### src/rtl/serg_defs.svh
// Purpose: Constants for the status event register group.
// Assumes: Included by serg_pkg and by the design modules.
// Notes:   Part selector codes act as the register offsets.
//
// Behaviour
// - A read of any status part returns its 15-bit value, 0 to 32767.
// - Writes to transition and enable parts take 0 to 32767 and steer events.
// - The instrument reset command leaves every status part unchanged.
// - The condition part mirrors the live inputs and is not cleared by reads.
// - Each set enable bit lets its event bit feed the summary bit.
// - The event part accumulates qualified changes and clears when read.
// - A set falling mask bit records a one-to-zero condition change.
// - A set rising mask bit records a zero-to-one condition change.
// - An enabled true event bit gives a positive summary transition upward.
// - Preset sets rising masks to ones, falling and enable masks to zero.
`ifndef SERG_DEFS_SVH
`define SERG_DEFS_SVH

// Width of every status part
`define SERG_WIDTH        15
// Width of the write data field, one bit above a part for range checks
`define SERG_WDATA_WIDTH  16
// Largest legal configuration value
`define SERG_VALUE_MAX    16'h7FFF

// Preset and reset values of the configuration parts
`define SERG_PTR_PRESET   15'h7FFF
`define SERG_NTR_PRESET   15'h0000
`define SERG_ENAB_PRESET  15'h0000
`define SERG_ZERO         15'h0000

// Part selector codes
`define SERG_PART_COND    3'h0
`define SERG_PART_ENAB    3'h1
`define SERG_PART_EVNT    3'h2
`define SERG_PART_NTR     3'h3
`define SERG_PART_PTR     3'h4

// Command codes
`define SERG_CMD_READ     2'h0
`define SERG_CMD_WRITE    2'h1
`define SERG_CMD_PRESET   2'h2
`define SERG_CMD_INSTRST  2'h3

// Group selector codes
`define SERG_GRP_OPER     1'h0
`define SERG_GRP_QUES     1'h1

`endif

### src/rtl/serg_pkg.sv
// Purpose: Types for the status event register group.
// Assumes: serg_defs.svh holds the numeric codes.
// Notes:   Enum values come from the header so each number lives once.
`include "serg_defs.svh"

package serg_pkg;

  typedef logic [`SERG_WIDTH-1:0]       serg_part_t;
  typedef logic [`SERG_WDATA_WIDTH-1:0] serg_wdata_t;

  typedef enum logic [1:0] {
    SERG_CMD_READ    = `SERG_CMD_READ,
    SERG_CMD_WRITE   = `SERG_CMD_WRITE,
    SERG_CMD_PRESET  = `SERG_CMD_PRESET,
    SERG_CMD_INSTRST = `SERG_CMD_INSTRST
  } serg_cmd_e;

  typedef enum logic [2:0] {
    SERG_PART_COND = `SERG_PART_COND,
    SERG_PART_ENAB = `SERG_PART_ENAB,
    SERG_PART_EVNT = `SERG_PART_EVNT,
    SERG_PART_NTR  = `SERG_PART_NTR,
    SERG_PART_PTR  = `SERG_PART_PTR
  } serg_part_e;

endpackage

### src/rtl/serg_reg_group.sv
// Purpose: One status register group: condition, filters, event, enable.
// Assumes: At most one strobe per cycle from the command decoder.
// Notes:   Condition inputs are asynchronous and pass three flip-flops.
`timescale 1ns/10ps
`include "serg_defs.svh"

module serg_reg_group #(
  parameter int W = `SERG_WIDTH
) (
  input  wire logic         sys_clk,
  input  wire logic         rst_n,
  input  wire logic [W-1:0] cond_in,
  input  wire logic         preset,
  input  wire logic         wr_enab,
  input  wire logic         wr_ntr,
  input  wire logic         wr_ptr,
  input  wire logic [W-1:0] wr_data,
  input  wire logic         rd_evt_clr,
  output logic      [W-1:0] cond_o,
  output logic      [W-1:0] enab_o,
  output logic      [W-1:0] evt_o,
  output logic      [W-1:0] ntr_o,
  output logic      [W-1:0] ptr_o,
  output logic              summary_o
);
  import serg_pkg::*;

  logic [W-1:0] sync1_r, sync2_r, sync3_r;
  logic [W-1:0] cond_r,  cond_nxt;
  logic [W-1:0] enab_r,  enab_nxt;
  logic [W-1:0] ntr_r,   ntr_nxt;
  logic [W-1:0] ptr_r,   ptr_nxt;
  logic [W-1:0] evt_r,   evt_nxt;
  logic [W-1:0] agree;
  logic [W-1:0] rise;
  logic [W-1:0] fall;

  // Condition follows the live inputs once two stages agree; reads never
  // touch it, so it always shows the present hardware state
  always_comb begin
    agree    = ~(sync2_r ^ sync3_r);
    cond_nxt = (sync2_r & agree) | (cond_r & ~agree);
    rise     = cond_nxt & ~cond_r;
    fall     = ~cond_nxt & cond_r;
  end

  // Configuration parts: preset wins over writes, writes are exclusive
  always_comb begin
    enab_nxt = enab_r;
    ntr_nxt  = ntr_r;
    ptr_nxt  = ptr_r;
    if (preset) begin
      ptr_nxt  = `SERG_PTR_PRESET;
      ntr_nxt  = `SERG_NTR_PRESET;
      enab_nxt = `SERG_ENAB_PRESET;
    end else begin
      if (wr_enab) enab_nxt = wr_data;
      if (wr_ntr)  ntr_nxt  = wr_data;
      if (wr_ptr)  ptr_nxt  = wr_data;
    end
  end

  // Event part: clear first, then new qualified edges, so a set wins
  always_comb begin
    evt_nxt = rd_evt_clr ? `SERG_ZERO : evt_r;
    evt_nxt = evt_nxt | (rise & ptr_r)
                      | (fall & ntr_r);
  end

  // State registers; reset only by rst_n, never by the instrument reset
  always_ff @(posedge sys_clk or negedge rst_n) begin
    if (!rst_n) begin
      sync1_r <= `SERG_ZERO;
      sync2_r <= `SERG_ZERO;
      sync3_r <= `SERG_ZERO;
      cond_r  <= `SERG_ZERO;
      enab_r  <= `SERG_ENAB_PRESET;
      ntr_r   <= `SERG_NTR_PRESET;
      ptr_r   <= `SERG_PTR_PRESET;
      evt_r   <= `SERG_ZERO;
    end else begin
      sync1_r <= cond_in;
      sync2_r <= sync1_r;
      sync3_r <= sync2_r;
      cond_r  <= cond_nxt;
      enab_r  <= enab_nxt;
      ntr_r   <= ntr_nxt;
      ptr_r   <= ptr_nxt;
      evt_r   <= evt_nxt;
    end
  end

  assign cond_o    = cond_r;
  assign enab_o    = enab_r;
  assign evt_o     = evt_r;
  assign ntr_o     = ntr_r;
  assign ptr_o     = ptr_r;
  assign summary_o = |(evt_r & enab_r);

endmodule // serg_reg_group

### src/rtl/serg_top.sv
// Purpose: Status reporting block with operation and questionable groups.
// Assumes: One command per cycle on the command port, no back-pressure.
// Notes:   Every command answers exactly one cycle after it is taken.
//          Status parts change only by rst_n, the condition inputs, writes,
//          reads of the event part or the preset command; the instrument reset
//          command is acknowledged and touches nothing.
`timescale 1ns/10ps
`include "serg_defs.svh"

module serg_top #(
  parameter int W = `SERG_WIDTH
) (
  input  wire logic                sys_clk,
  input  wire logic                rst_n,
  // Live hardware activity, asynchronous to sys_clk
  input  wire logic [W-1:0]        oper_cond_in,
  input  wire logic [W-1:0]        ques_cond_in,
  // Command port
  input  wire logic                cmd_valid,
  input  wire serg_pkg::serg_cmd_e cmd_op,
  input  wire logic                cmd_group,
  input  wire logic [2:0]          cmd_part,
  input  wire serg_pkg::serg_wdata_t cmd_wdata,
  // Answer port
  output logic                     rsp_valid,
  output logic [W-1:0]             rsp_data,
  output logic                     rsp_error,
  // Summary bits of the status byte and their rising pulses
  output logic                     oper_summary,
  output logic                     ques_summary,
  output logic                     oper_summary_rise,
  output logic                     ques_summary_rise
);
  import serg_pkg::*;

  // Decoded strobes
  logic         is_read;
  logic         is_write;
  logic         is_preset;
  logic         is_instrst;
  logic         part_known;
  logic         part_writable;
  logic         value_ok;
  logic         wr_ok;
  logic         sel_oper;
  logic         sel_ques;
  logic         wr_enab_s;
  logic         wr_ntr_s;
  logic         wr_ptr_s;
  logic         rd_evt_s;
  logic [W-1:0] wr_val;

  // Group views
  logic [W-1:0] oper_cond, oper_enab, oper_evt, oper_ntr, oper_ptr;
  logic [W-1:0] ques_cond, ques_enab, ques_evt, ques_ntr, ques_ptr;
  logic         oper_sum_c;
  logic         ques_sum_c;
  logic [W-1:0] gcond, genab, gevt, gntr, gptr;

  // Answer and summary registers
  logic         rsp_valid_r, rsp_valid_nxt;
  logic [W-1:0] rsp_data_r,  rsp_data_nxt;
  logic         rsp_error_r, rsp_error_nxt;
  logic         oper_sum_r,  oper_sum_nxt;
  logic         ques_sum_r,  ques_sum_nxt;
  logic         oper_rise_r, oper_rise_nxt;
  logic         ques_rise_r, ques_rise_nxt;

  // Command decode; values above the legal range are refused, not cut,
  // so a host that sets bit 15 by mistake sees an error rather than a
  // silently different mask
  always_comb begin
    // Kind of command
    is_read    = cmd_valid && (cmd_op == SERG_CMD_READ);
    is_write   = cmd_valid && (cmd_op == SERG_CMD_WRITE);
    is_preset  = cmd_valid && (cmd_op == SERG_CMD_PRESET);
    is_instrst = cmd_valid && (cmd_op == SERG_CMD_INSTRST);
    // Part checks
    part_known = (cmd_part <= `SERG_PART_PTR);
    part_writable = (cmd_part == `SERG_PART_ENAB) ||
                    (cmd_part == `SERG_PART_NTR)  ||
                    (cmd_part == `SERG_PART_PTR);
    value_ok   = (cmd_wdata <= `SERG_VALUE_MAX);
    wr_ok      = is_write && part_writable && value_ok;
    // Group select and write strobes
    sel_oper   = (cmd_group == `SERG_GRP_OPER);
    sel_ques   = (cmd_group == `SERG_GRP_QUES);
    wr_enab_s  = wr_ok && (cmd_part == `SERG_PART_ENAB);
    wr_ntr_s   = wr_ok && (cmd_part == `SERG_PART_NTR);
    wr_ptr_s   = wr_ok && (cmd_part == `SERG_PART_PTR);
    rd_evt_s   = is_read && (cmd_part == `SERG_PART_EVNT);
    wr_val     = cmd_wdata[W-1:0];
  end

  // Operation group; instrument reset drives no strobe here
  // Preset reaches both groups at once, whatever the group bit says
  serg_reg_group #(
    .W (W)
  ) u_oper (
    .sys_clk    (sys_clk),
    .rst_n      (rst_n),
    .cond_in    (oper_cond_in),
    .preset     (is_preset),
    .wr_enab    (wr_enab_s && sel_oper),
    .wr_ntr     (wr_ntr_s && sel_oper),
    .wr_ptr     (wr_ptr_s && sel_oper),
    .wr_data    (wr_val),
    .rd_evt_clr (rd_evt_s && sel_oper),
    .cond_o     (oper_cond),
    .enab_o     (oper_enab),
    .evt_o      (oper_evt),
    .ntr_o      (oper_ntr),
    .ptr_o      (oper_ptr),
    .summary_o  (oper_sum_c)
  );

  // Questionable group, same structure; a separate instance keeps
  // the event parts of the two groups fully independent
  serg_reg_group #(
    .W (W)
  ) u_ques (
    .sys_clk    (sys_clk),
    .rst_n      (rst_n),
    .cond_in    (ques_cond_in),
    .preset     (is_preset),
    .wr_enab    (wr_enab_s && sel_ques),
    .wr_ntr     (wr_ntr_s && sel_ques),
    .wr_ptr     (wr_ptr_s && sel_ques),
    .wr_data    (wr_val),
    .rd_evt_clr (rd_evt_s && sel_ques),
    .cond_o     (ques_cond),
    .enab_o     (ques_enab),
    .evt_o      (ques_evt),
    .ntr_o      (ques_ntr),
    .ptr_o      (ques_ptr),
    .summary_o  (ques_sum_c)
  );

  // Pick the addressed group for read data
  // Preset and instrument reset ignore the selection
  always_comb begin
    gcond = sel_oper ? oper_cond : ques_cond;
    genab = sel_oper ? oper_enab : ques_enab;
    gevt  = sel_oper ? oper_evt  : ques_evt;
    gntr  = sel_oper ? oper_ntr  : ques_ntr;
    gptr  = sel_oper ? oper_ptr  : ques_ptr;
  end

  // Answer: event reads return the value held before this edge clears it,
  // so a bit that arrives in the same cycle shows in the next read
  // instead of being lost
  always_comb begin
    rsp_valid_nxt = cmd_valid;
    rsp_data_nxt  = `SERG_ZERO;
    rsp_error_nxt = 1'b0;
    if (is_read) begin
      case (cmd_part)
        `SERG_PART_COND: rsp_data_nxt = gcond;
        `SERG_PART_ENAB: rsp_data_nxt = genab;
        `SERG_PART_EVNT: rsp_data_nxt = gevt;
        `SERG_PART_NTR:  rsp_data_nxt = gntr;
        `SERG_PART_PTR:  rsp_data_nxt = gptr;
        default:         rsp_error_nxt = 1'b1;
      endcase
    end else if (is_write) begin
      // Condition and event parts are query only; a refused write
      // changes nothing in either group
      rsp_error_nxt = !(part_known && part_writable && value_ok);
    end else if (is_preset) begin
      // Masks of both groups return to their preset values
      rsp_error_nxt = 1'b0;
    end else if (is_instrst) begin
      // Acknowledged only; status parts keep their contents, so a
      // host can reset the instrument without losing pending events
      rsp_error_nxt = 1'b0;
    end
  end

  // Summary bits and their rising pulses for the next status level
  // The level follows the enabled events; the pulse lets the next level
  // latch a new cause without sampling the level every cycle
  always_comb begin
    oper_sum_nxt  = oper_sum_c;
    ques_sum_nxt  = ques_sum_c;
    oper_rise_nxt = oper_sum_c && !oper_sum_r;
    ques_rise_nxt = ques_sum_c && !ques_sum_r;
  end

  // Output registers
  always_ff @(posedge sys_clk or negedge rst_n) begin
    if (!rst_n) begin
      rsp_valid_r <= 1'b0;
      rsp_data_r  <= `SERG_ZERO;
      rsp_error_r <= 1'b0;
      oper_sum_r  <= 1'b0;
      ques_sum_r  <= 1'b0;
      oper_rise_r <= 1'b0;
      ques_rise_r <= 1'b0;
    end else begin
      rsp_valid_r <= rsp_valid_nxt;
      rsp_data_r  <= rsp_data_nxt;
      rsp_error_r <= rsp_error_nxt;
      oper_sum_r  <= oper_sum_nxt;
      ques_sum_r  <= ques_sum_nxt;
      oper_rise_r <= oper_rise_nxt;
      ques_rise_r <= ques_rise_nxt;
    end
  end

  // Answer ports straight from their flip-flops
  assign rsp_valid         = rsp_valid_r;
  assign rsp_data          = rsp_data_r;
  assign rsp_error         = rsp_error_r;

  // Summary levels and pulses for the next status level
  assign oper_summary      = oper_sum_r;
  assign ques_summary      = ques_sum_r;
  assign oper_summary_rise = oper_rise_r;
  assign ques_summary_rise = ques_rise_r;

endmodule // serg_top

### config.mk
export PLATFORM = sky130hd
export DESIGN_NAME = serg_top
export DESIGN_NICKNAME = d
export VERILOG_FILES = /design/src/rtl/serg_pkg.sv /design/src/rtl/serg_reg_group.sv /design/src/rtl/serg_top.sv
export VERILOG_INCLUDE_DIRS = /design/src /design/src/rtl
export SDC_FILE = /design/constraint.sdc
export NUM_CORES = 1
export LEC_CHECK = 0
export BUFFER_PORTS_ARGS = -buffer_cell sky130_fd_sc_hd__buf_2
export CAP_MARGIN = 20
export CORE_MARGIN = 3
export CORE_UTILIZATION = 60
export CTS_CLUSTER_SIZE = 14
export DETAILED_ROUTE_END_ITERATION = 10
export PLACE_DENSITY = 0.79
export SLEW_MARGIN = 20
export SYNTH_ARGS = -nofsm -noshare
export SYNTH_HDL_FRONTEND = slang
export SYNTH_SLANG_ARGS = --single-unit
### constraint.sdc
create_clock -name sys_clk -period 1.53 [get_ports sys_clk]
set_input_delay 0 -clock sys_clk [delete_from_list [all_inputs] [get_ports sys_clk]]
set_output_delay 0 -clock sys_clk [all_outputs]
set_load 0.005 [all_outputs]
# Word level (Yosys, flattened, before mapping)
# Index checks and enable logic that the tools add are counted.
word_totals:
  regBits: 261
  latchBits: 0
  mem_bits_rw: 0
  rom_bits: 0
  input_bits: 55
  out_inout_bits: 21
  word_cells: 123
  mem_count: 0
op_classes:
  add_sub_neg: 0
  mul: 0
  div_mod_pow: 0
  n_lt_le_gt_ge: 2
  eq_ne: 6
  n_shift: 0
  mux: 24
  n_bitwise: 31
  reduce_logical: 37
ops:
  columns: ["op", "n"]
  rows:
  - ["$mux W15", 20]
  - ["$and A15 B15 Y15", 14]
  - ["$not A15 Y15", 8]
  - ["$or A15 B15 Y15", 6]
  - ["$pmux W15 S5", 1]
  - ["$reduce_or A15 Y1", 2]
  - ["$xor A15 B15 Y15", 2]
  - ["$logic_and A1 B1 Y1", 21]
  - ["$le A16 B15 Y1 const B", 1]
  - ["$reduce_bool A2 Y1", 6]
  - ["$eq A3 B2 Y1 const B", 2]
  - ["$reduce_or A5 Y1", 1]
  - ["$eq A3 B1 Y1 const B", 1]
  - ["$eq A3 B3 Y1 const B", 1]
  - ["$le A3 B3 Y1 const B", 1]
  - ["$logic_not A1 Y1", 3]
  - ["$logic_not A3 Y1", 1]
  - ["$mux W1", 3]
  - ["$eq A2 B1 Y1 const B", 1]
  - ["$eq A2 B2 Y1 const B", 1]
  - ["$logic_not A2 Y1", 1]
  - ["$logic_or A1 B1 Y1", 2]
  - ["$not A1 Y1", 1]

# Logic depth before layout (Yosys ltp)
depth:
  ltp_word: 9
  depth_mapped: 7
  depth_no_buf: 3

# By module
# A second synthesis with hierarchy kept.
hier_totals:
  hier_cells: 823
  area_unflattened_um2: 10771.6
modules_own_cells:
  columns: ["mod", "n_inst", "cells_per_inst", "area_per_inst_um2", "seq_area_each_um2"]
  rows:
  - ["serg_reg_group", 2, 309, 4388.0, 3021.6]
  - ["serg_top", 1, 205, 1995.7, 525.5]

# Worst setup path before layout
# Ideal clock, no wire load.
synth_path:
  path_type: "input to register"
  startpoint: "in cmd_group"
  endpoint: "reg rsp_data_r[13] (netlist: rsp_data[13])"
  setup_time_ps: 136
  t_arrival_ps: 1145
  t_required_ps: 1394
  path_slack_ps: 249
  stages: 5
  path_buffers: 2
  cell_sequence: "buf_2 buf_2 mux2_2 a222oi_1 a21oi_1"
synth_via:
  elab_chain_cells: 3
  word_cells_on_any_way: 7
  cone_classes: "7 x mux"
synth_lines:
  columns: ["element", "line", "rtl"]
  rows:
  - ["start: declaration", "serg_top.sv:21", "input wire logic cmd_group,"]
  - ["$mux W15 (on tied branches)", null, null]
  - ["$pmux W15 S5 *", "serg_top.sv:157", "case (cmd_part)"]
  - ["$mux W15 *", "serg_top.sv:156", "if (is_read) begin"]
  - ["net rsp_data_nxt[13]", "serg_top.sv:62", "logic [W-1:0] rsp_data_r, rsp_data_nxt;"]
  - ["end signal: assignment", "serg_top.sv:193", "rsp_data_r <= `SERG_ZERO;"]
  - ["end signal: assignment", "serg_top.sv:201", "rsp_data_r <= rsp_data_nxt;"]
  - ["end: declaration", "serg_top.sv:62", null]
# The timed path passes the listed nets; every way through them passes the cells marked *.
# A chain may end at the register's enable or synchronous reset.

# Worst setup path after layout
layout_path:
  startpoint: "reg u_oper.evt_r[9] (netlist: u_oper.evt_o[9])"
  endpoint: "reg oper_sum_r (netlist: oper_summary)"
layout_via:
  elab_chain_cells: 2
layout_lines:
  columns: ["element", "line", "rtl"]
  rows:
  - ["start: declaration", "serg_reg_group.sv:33", "logic [W-1:0] evt_r, evt_nxt;"]
  - ["start signal: assignment", "serg_reg_group.sv:80", "evt_r <= `SERG_ZERO;"]
  - ["start signal: assignment", "serg_reg_group.sv:89", "evt_r <= evt_nxt;"]
  - ["$and A15 B15 Y15", "serg_reg_group.sv:98", "assign summary_o = |(evt_r & enab_r);"]
  - ["$reduce_or A15 Y1", "serg_reg_group.sv:98", null]
  - ["net oper_sum_c", "serg_top.sv:56", "logic oper_sum_c;"]
  - ["end signal: assignment", "serg_top.sv:203", "oper_sum_r <= oper_sum_nxt;"]
  - ["end: declaration", "serg_top.sv:64", "logic oper_sum_r, oper_sum_nxt;"]
# The timed path passes the listed nets, and every way through them passes these cells.

==> impl_results.md <==
- Yosys warning count: 0
- Clock Path Buffers: 3
- Clock Sinks: 261
- Setup TNS: 0 ns
- EDFF count, synth: 0
- Buf+Inv Stages, Crit Path: 0
- Yosys reg bits: around 260
- Post-CTS setup buffer count: 0
- Share of flip-flops with an asynchronous set or reset: 100%
- Num ports: 76
- R2r setup slk: 0.06 ns
- Largest net degree at the start of global routing: 65
- CP Launch Type: flop
- Port Buffers: 75
- Arrival @ worst endpoint: 1.86 ns
- Routability cong.: 0.898
- Grt ovf: 0
- Final Hold Viols: 0
- Synth area leader: dfrtp_1
- Leak pwr: between 5 and 6 nW
- Fmax: 679 MHz
- Worst-path clk slew: 0.06 ns
- Critical Path, Cell by Cell: a222oi_1 -> nand3_1 -> or3_1
- WL per Instance: 21.9 um
- Slowest-stage cell, CP: dfrtp_1
- Worst rel slew slack: roughly two fifths
- MaxCap Viol Count: 0
- CTS Buf Count: 26
- Vias per cell: 6.23
- H-tree levels: 1
- Via count: 7548
- Psw: around 3.4 mW
- Top delay family on crit path: simple AND/OR/NAND/NOR gates
- Clk Latency, worst-skew pair: around 0.52 ns
- Critical Path Fanout Max: 3
- Vias in the first global route: 8110
- Slew @ Worst Pin: 0.911 ns
- Critical Path RT: 1.92 ns
- Hold Buf Count CTS: 50
- Pwr dens: 1130 nW/um^2
- Detailed placement HPWL: 17700 um
- CORE AREA: approximately 18000 um^2
- Most common cell after layout, fill and taps aside: dfrtp_1
- Die X: approximately 140 um
- DR iter-0 viols: 800
- Worst setup margin: 0.0568 ns
- ANT cells: 0
- Mapped Cells: around 820
- Int Pwr: about 12 mW
- Antenna Nets Post-Route: 0
- Final period utilization: 96.3%
- Clk pwr share: 41.8%
- Post-place setup slack: 0.0723 ns
- CTS Root Cell: clkbuf_16
- Netlist cell types: between 40 and 50
- Clock Skew: 0.0119 ns
- WHS: 0.0168 ns
- Core Rows: 48
- Filler cell count: ~1.0k
- DIE AREA: 19900 um^2
- TritonCTS clock tree: yes
- Die H: ~140 um
- Dominant synthesized flop cell: dfrtp_1
- Area share of the largest cell type after synthesis: 52.7%
- Syn Nets: 871
- Drt pass-1 iters: 8
- Max incr delay on CP: 0.42 ns
- Synth top area cells: dfrtp_1 53%, dfstp_2 7.2%, mux2_2 5.7%
- Most frequent cells in the layout: 231 x dfrtp_1, 105 x nand2_1, 74 x buf_2
- Max-slew violations: 0
- Final #Nets: approximately 1.0k
- Share of cells above drive strength 1: slightly below 30%
- Global-route wire length before repair: 43200 um
- Logic pwr share: 7.8%
- Mapped cell area: 11000 um^2
- Status: completed
- Sequential share of power: 50.4%
- Initial Util: about 62%
- All-Layer GR Usage: 27.4%
- Synth Area per Inst: approximately 13 um^2
- Final Routed Wirelength: 26500 um
- CP Capture Type: flop
- Core Util, Final: 75.2%
- Sequential cell area fraction in the yosys report: 59.9%
- Worst hold-check path type: in2reg
- Min cycle time layout: 1.47 ns
- Final setup viols: 0
- DRC errors left: 0
- Max VDD drop: about 1100 uV
- Unrepaired setup endpoints after global routing: false
- CP Class: reg2reg
- Sw Share: 22.9%
- Area delta synth->final: 20.7%
- # resized after CTS: 0
- Initial antenna violation count: 0
per-layer routing:
layer,up-vias,track usage [%],part of all wire [%]
met3,70,5.19,7.4
met5,-,0,0
met2,333,43.1,48
met4,0,9.84,3.5
li1,3317,-,-
met1,3828,38.5,41
worst reg2reg max path, delay by kind of cell, from the launching register on:
family / cells / cell delay, ns
AOI/OAI and AO/OA: 1 / 0.37
DFF: 1 / 0.42
and+or+nand+nor: 2 / 0.55
worst paths after layout:
path | startpoint | to | cells past startpoint
max in group asynchronous | rst_n | u_ques.ptr_o[0] | 3
setup reg to reg | u_oper.evt_o[9] | oper_summary | 3
min in group asynchronous | rst_n | u_oper.ptr_o[10] | 2
hold / removal | cmd_part[0] | u_oper.ptr_o[14] | 5
setup / recovery | u_oper.evt_o[9] | oper_summary | 3
hold reg to reg | u_ques.sync1_r[10] | u_ques.sync2_r[10] | 0
power by group through the flow:
stage	registers (mW)	logic (mW)	clock network, mW
after global routing	7.59	1.27	6.63
after detailed placement	7.66	1.05	0
after CTS	7.55	1.17	6.35
final	7.55	1.16	6.27
after global placement	7.64	1.01	0
after floorplan	7.56	0.588	0
flip-flops by register name, summed over array words and instances, names as in the netlist, 15 cells and up:
signal / cells
u_ques.evt_o: 15
rsp_data: 15
u_oper.sync3_r: 15
u_oper.sync1_r: 15
u_oper.evt_o: 15
u_ques.sync2_r: 15
u_ques.cond_o: 15
u_ques.ntr_o: 15
u_ques.ptr_o: 15
u_ques.sync3_r: 15
u_oper.sync2_r: 15
u_ques.sync1_r: 15
u_ques.enab_o: 15
u_oper.ptr_o: 15
u_oper.enab_o: 15
u_oper.cond_o: 15
u_oper.ntr_o: 15
stage by stage:
| stage | instance area [um^2] | cells | power [mW] |
|---|---|---|---|
| 2_1_floorplan | 11000 | 816 | 8.14 |
| 3_3_place_gp | 11900 | 1113 | 8.65 |
| 3_5_place_dp | 11900 | 1113 | 8.72 |
| 4_1_cts | 13200 | 1211 | 15.1 |
| 5_1_grt | 13200 | 1211 | 15.5 |
| 6_report | 13200 | 1211 | 15.0 |
cells in the mapped netlist (15+ instances only):
| cell type | instances |
|---|---|
| o21ai_0 | 24 |
| dfstp_2 | 30 |
| maj3_1 | 30 |
| dfrtp_1 | 231 |
| buf_2 | 15 |
| mux2_4 | 18 |
| nor3_1 | 26 |
| and4b_1 | 27 |
| nand2_1 | 105 |
| a222oi_1 | 17 |
| mux4_2 | 15 |
| clkbuf_1 | 16 |
| mux2i_1 | 40 |
| o211ai_1 | 15 |
| a211o_1 | 26 |
| a21oi_1 | 15 |
| mux2_2 | 55 |
| nand2b_1 | 28 |
logic make-up after synthesis:
| logic type | Yosys count | synth area share [%] |
|---|---|---|
| fa+ha+maj | 30 | 2.74 |
| compound gates | 116 | 7.85 |
| flops | 261 | 59.9 |
| mux | 128 | 14.8 |
| simple gates | 233 | 12.4 |
| buf+inv | 48 | 2.27 |
area by class of cell:
class / instances / area, um^2 / share of cell area, %
Clock buffer: 41 / 788 / 5.96
Multi-Input combinational cell: 507 / 4150 / 31.4
Sequential cell: 261 / 6570 / 49.7
Tap cell: 225 / 282 / 2.13
Inverter: 3 / 11.3 / 0.0851
Clock inverter: 7 / 68.8 / 0.520
Timing Repair Buffer: 167 / 1360 / 10.3
Power figures use the tool's default switching activity.
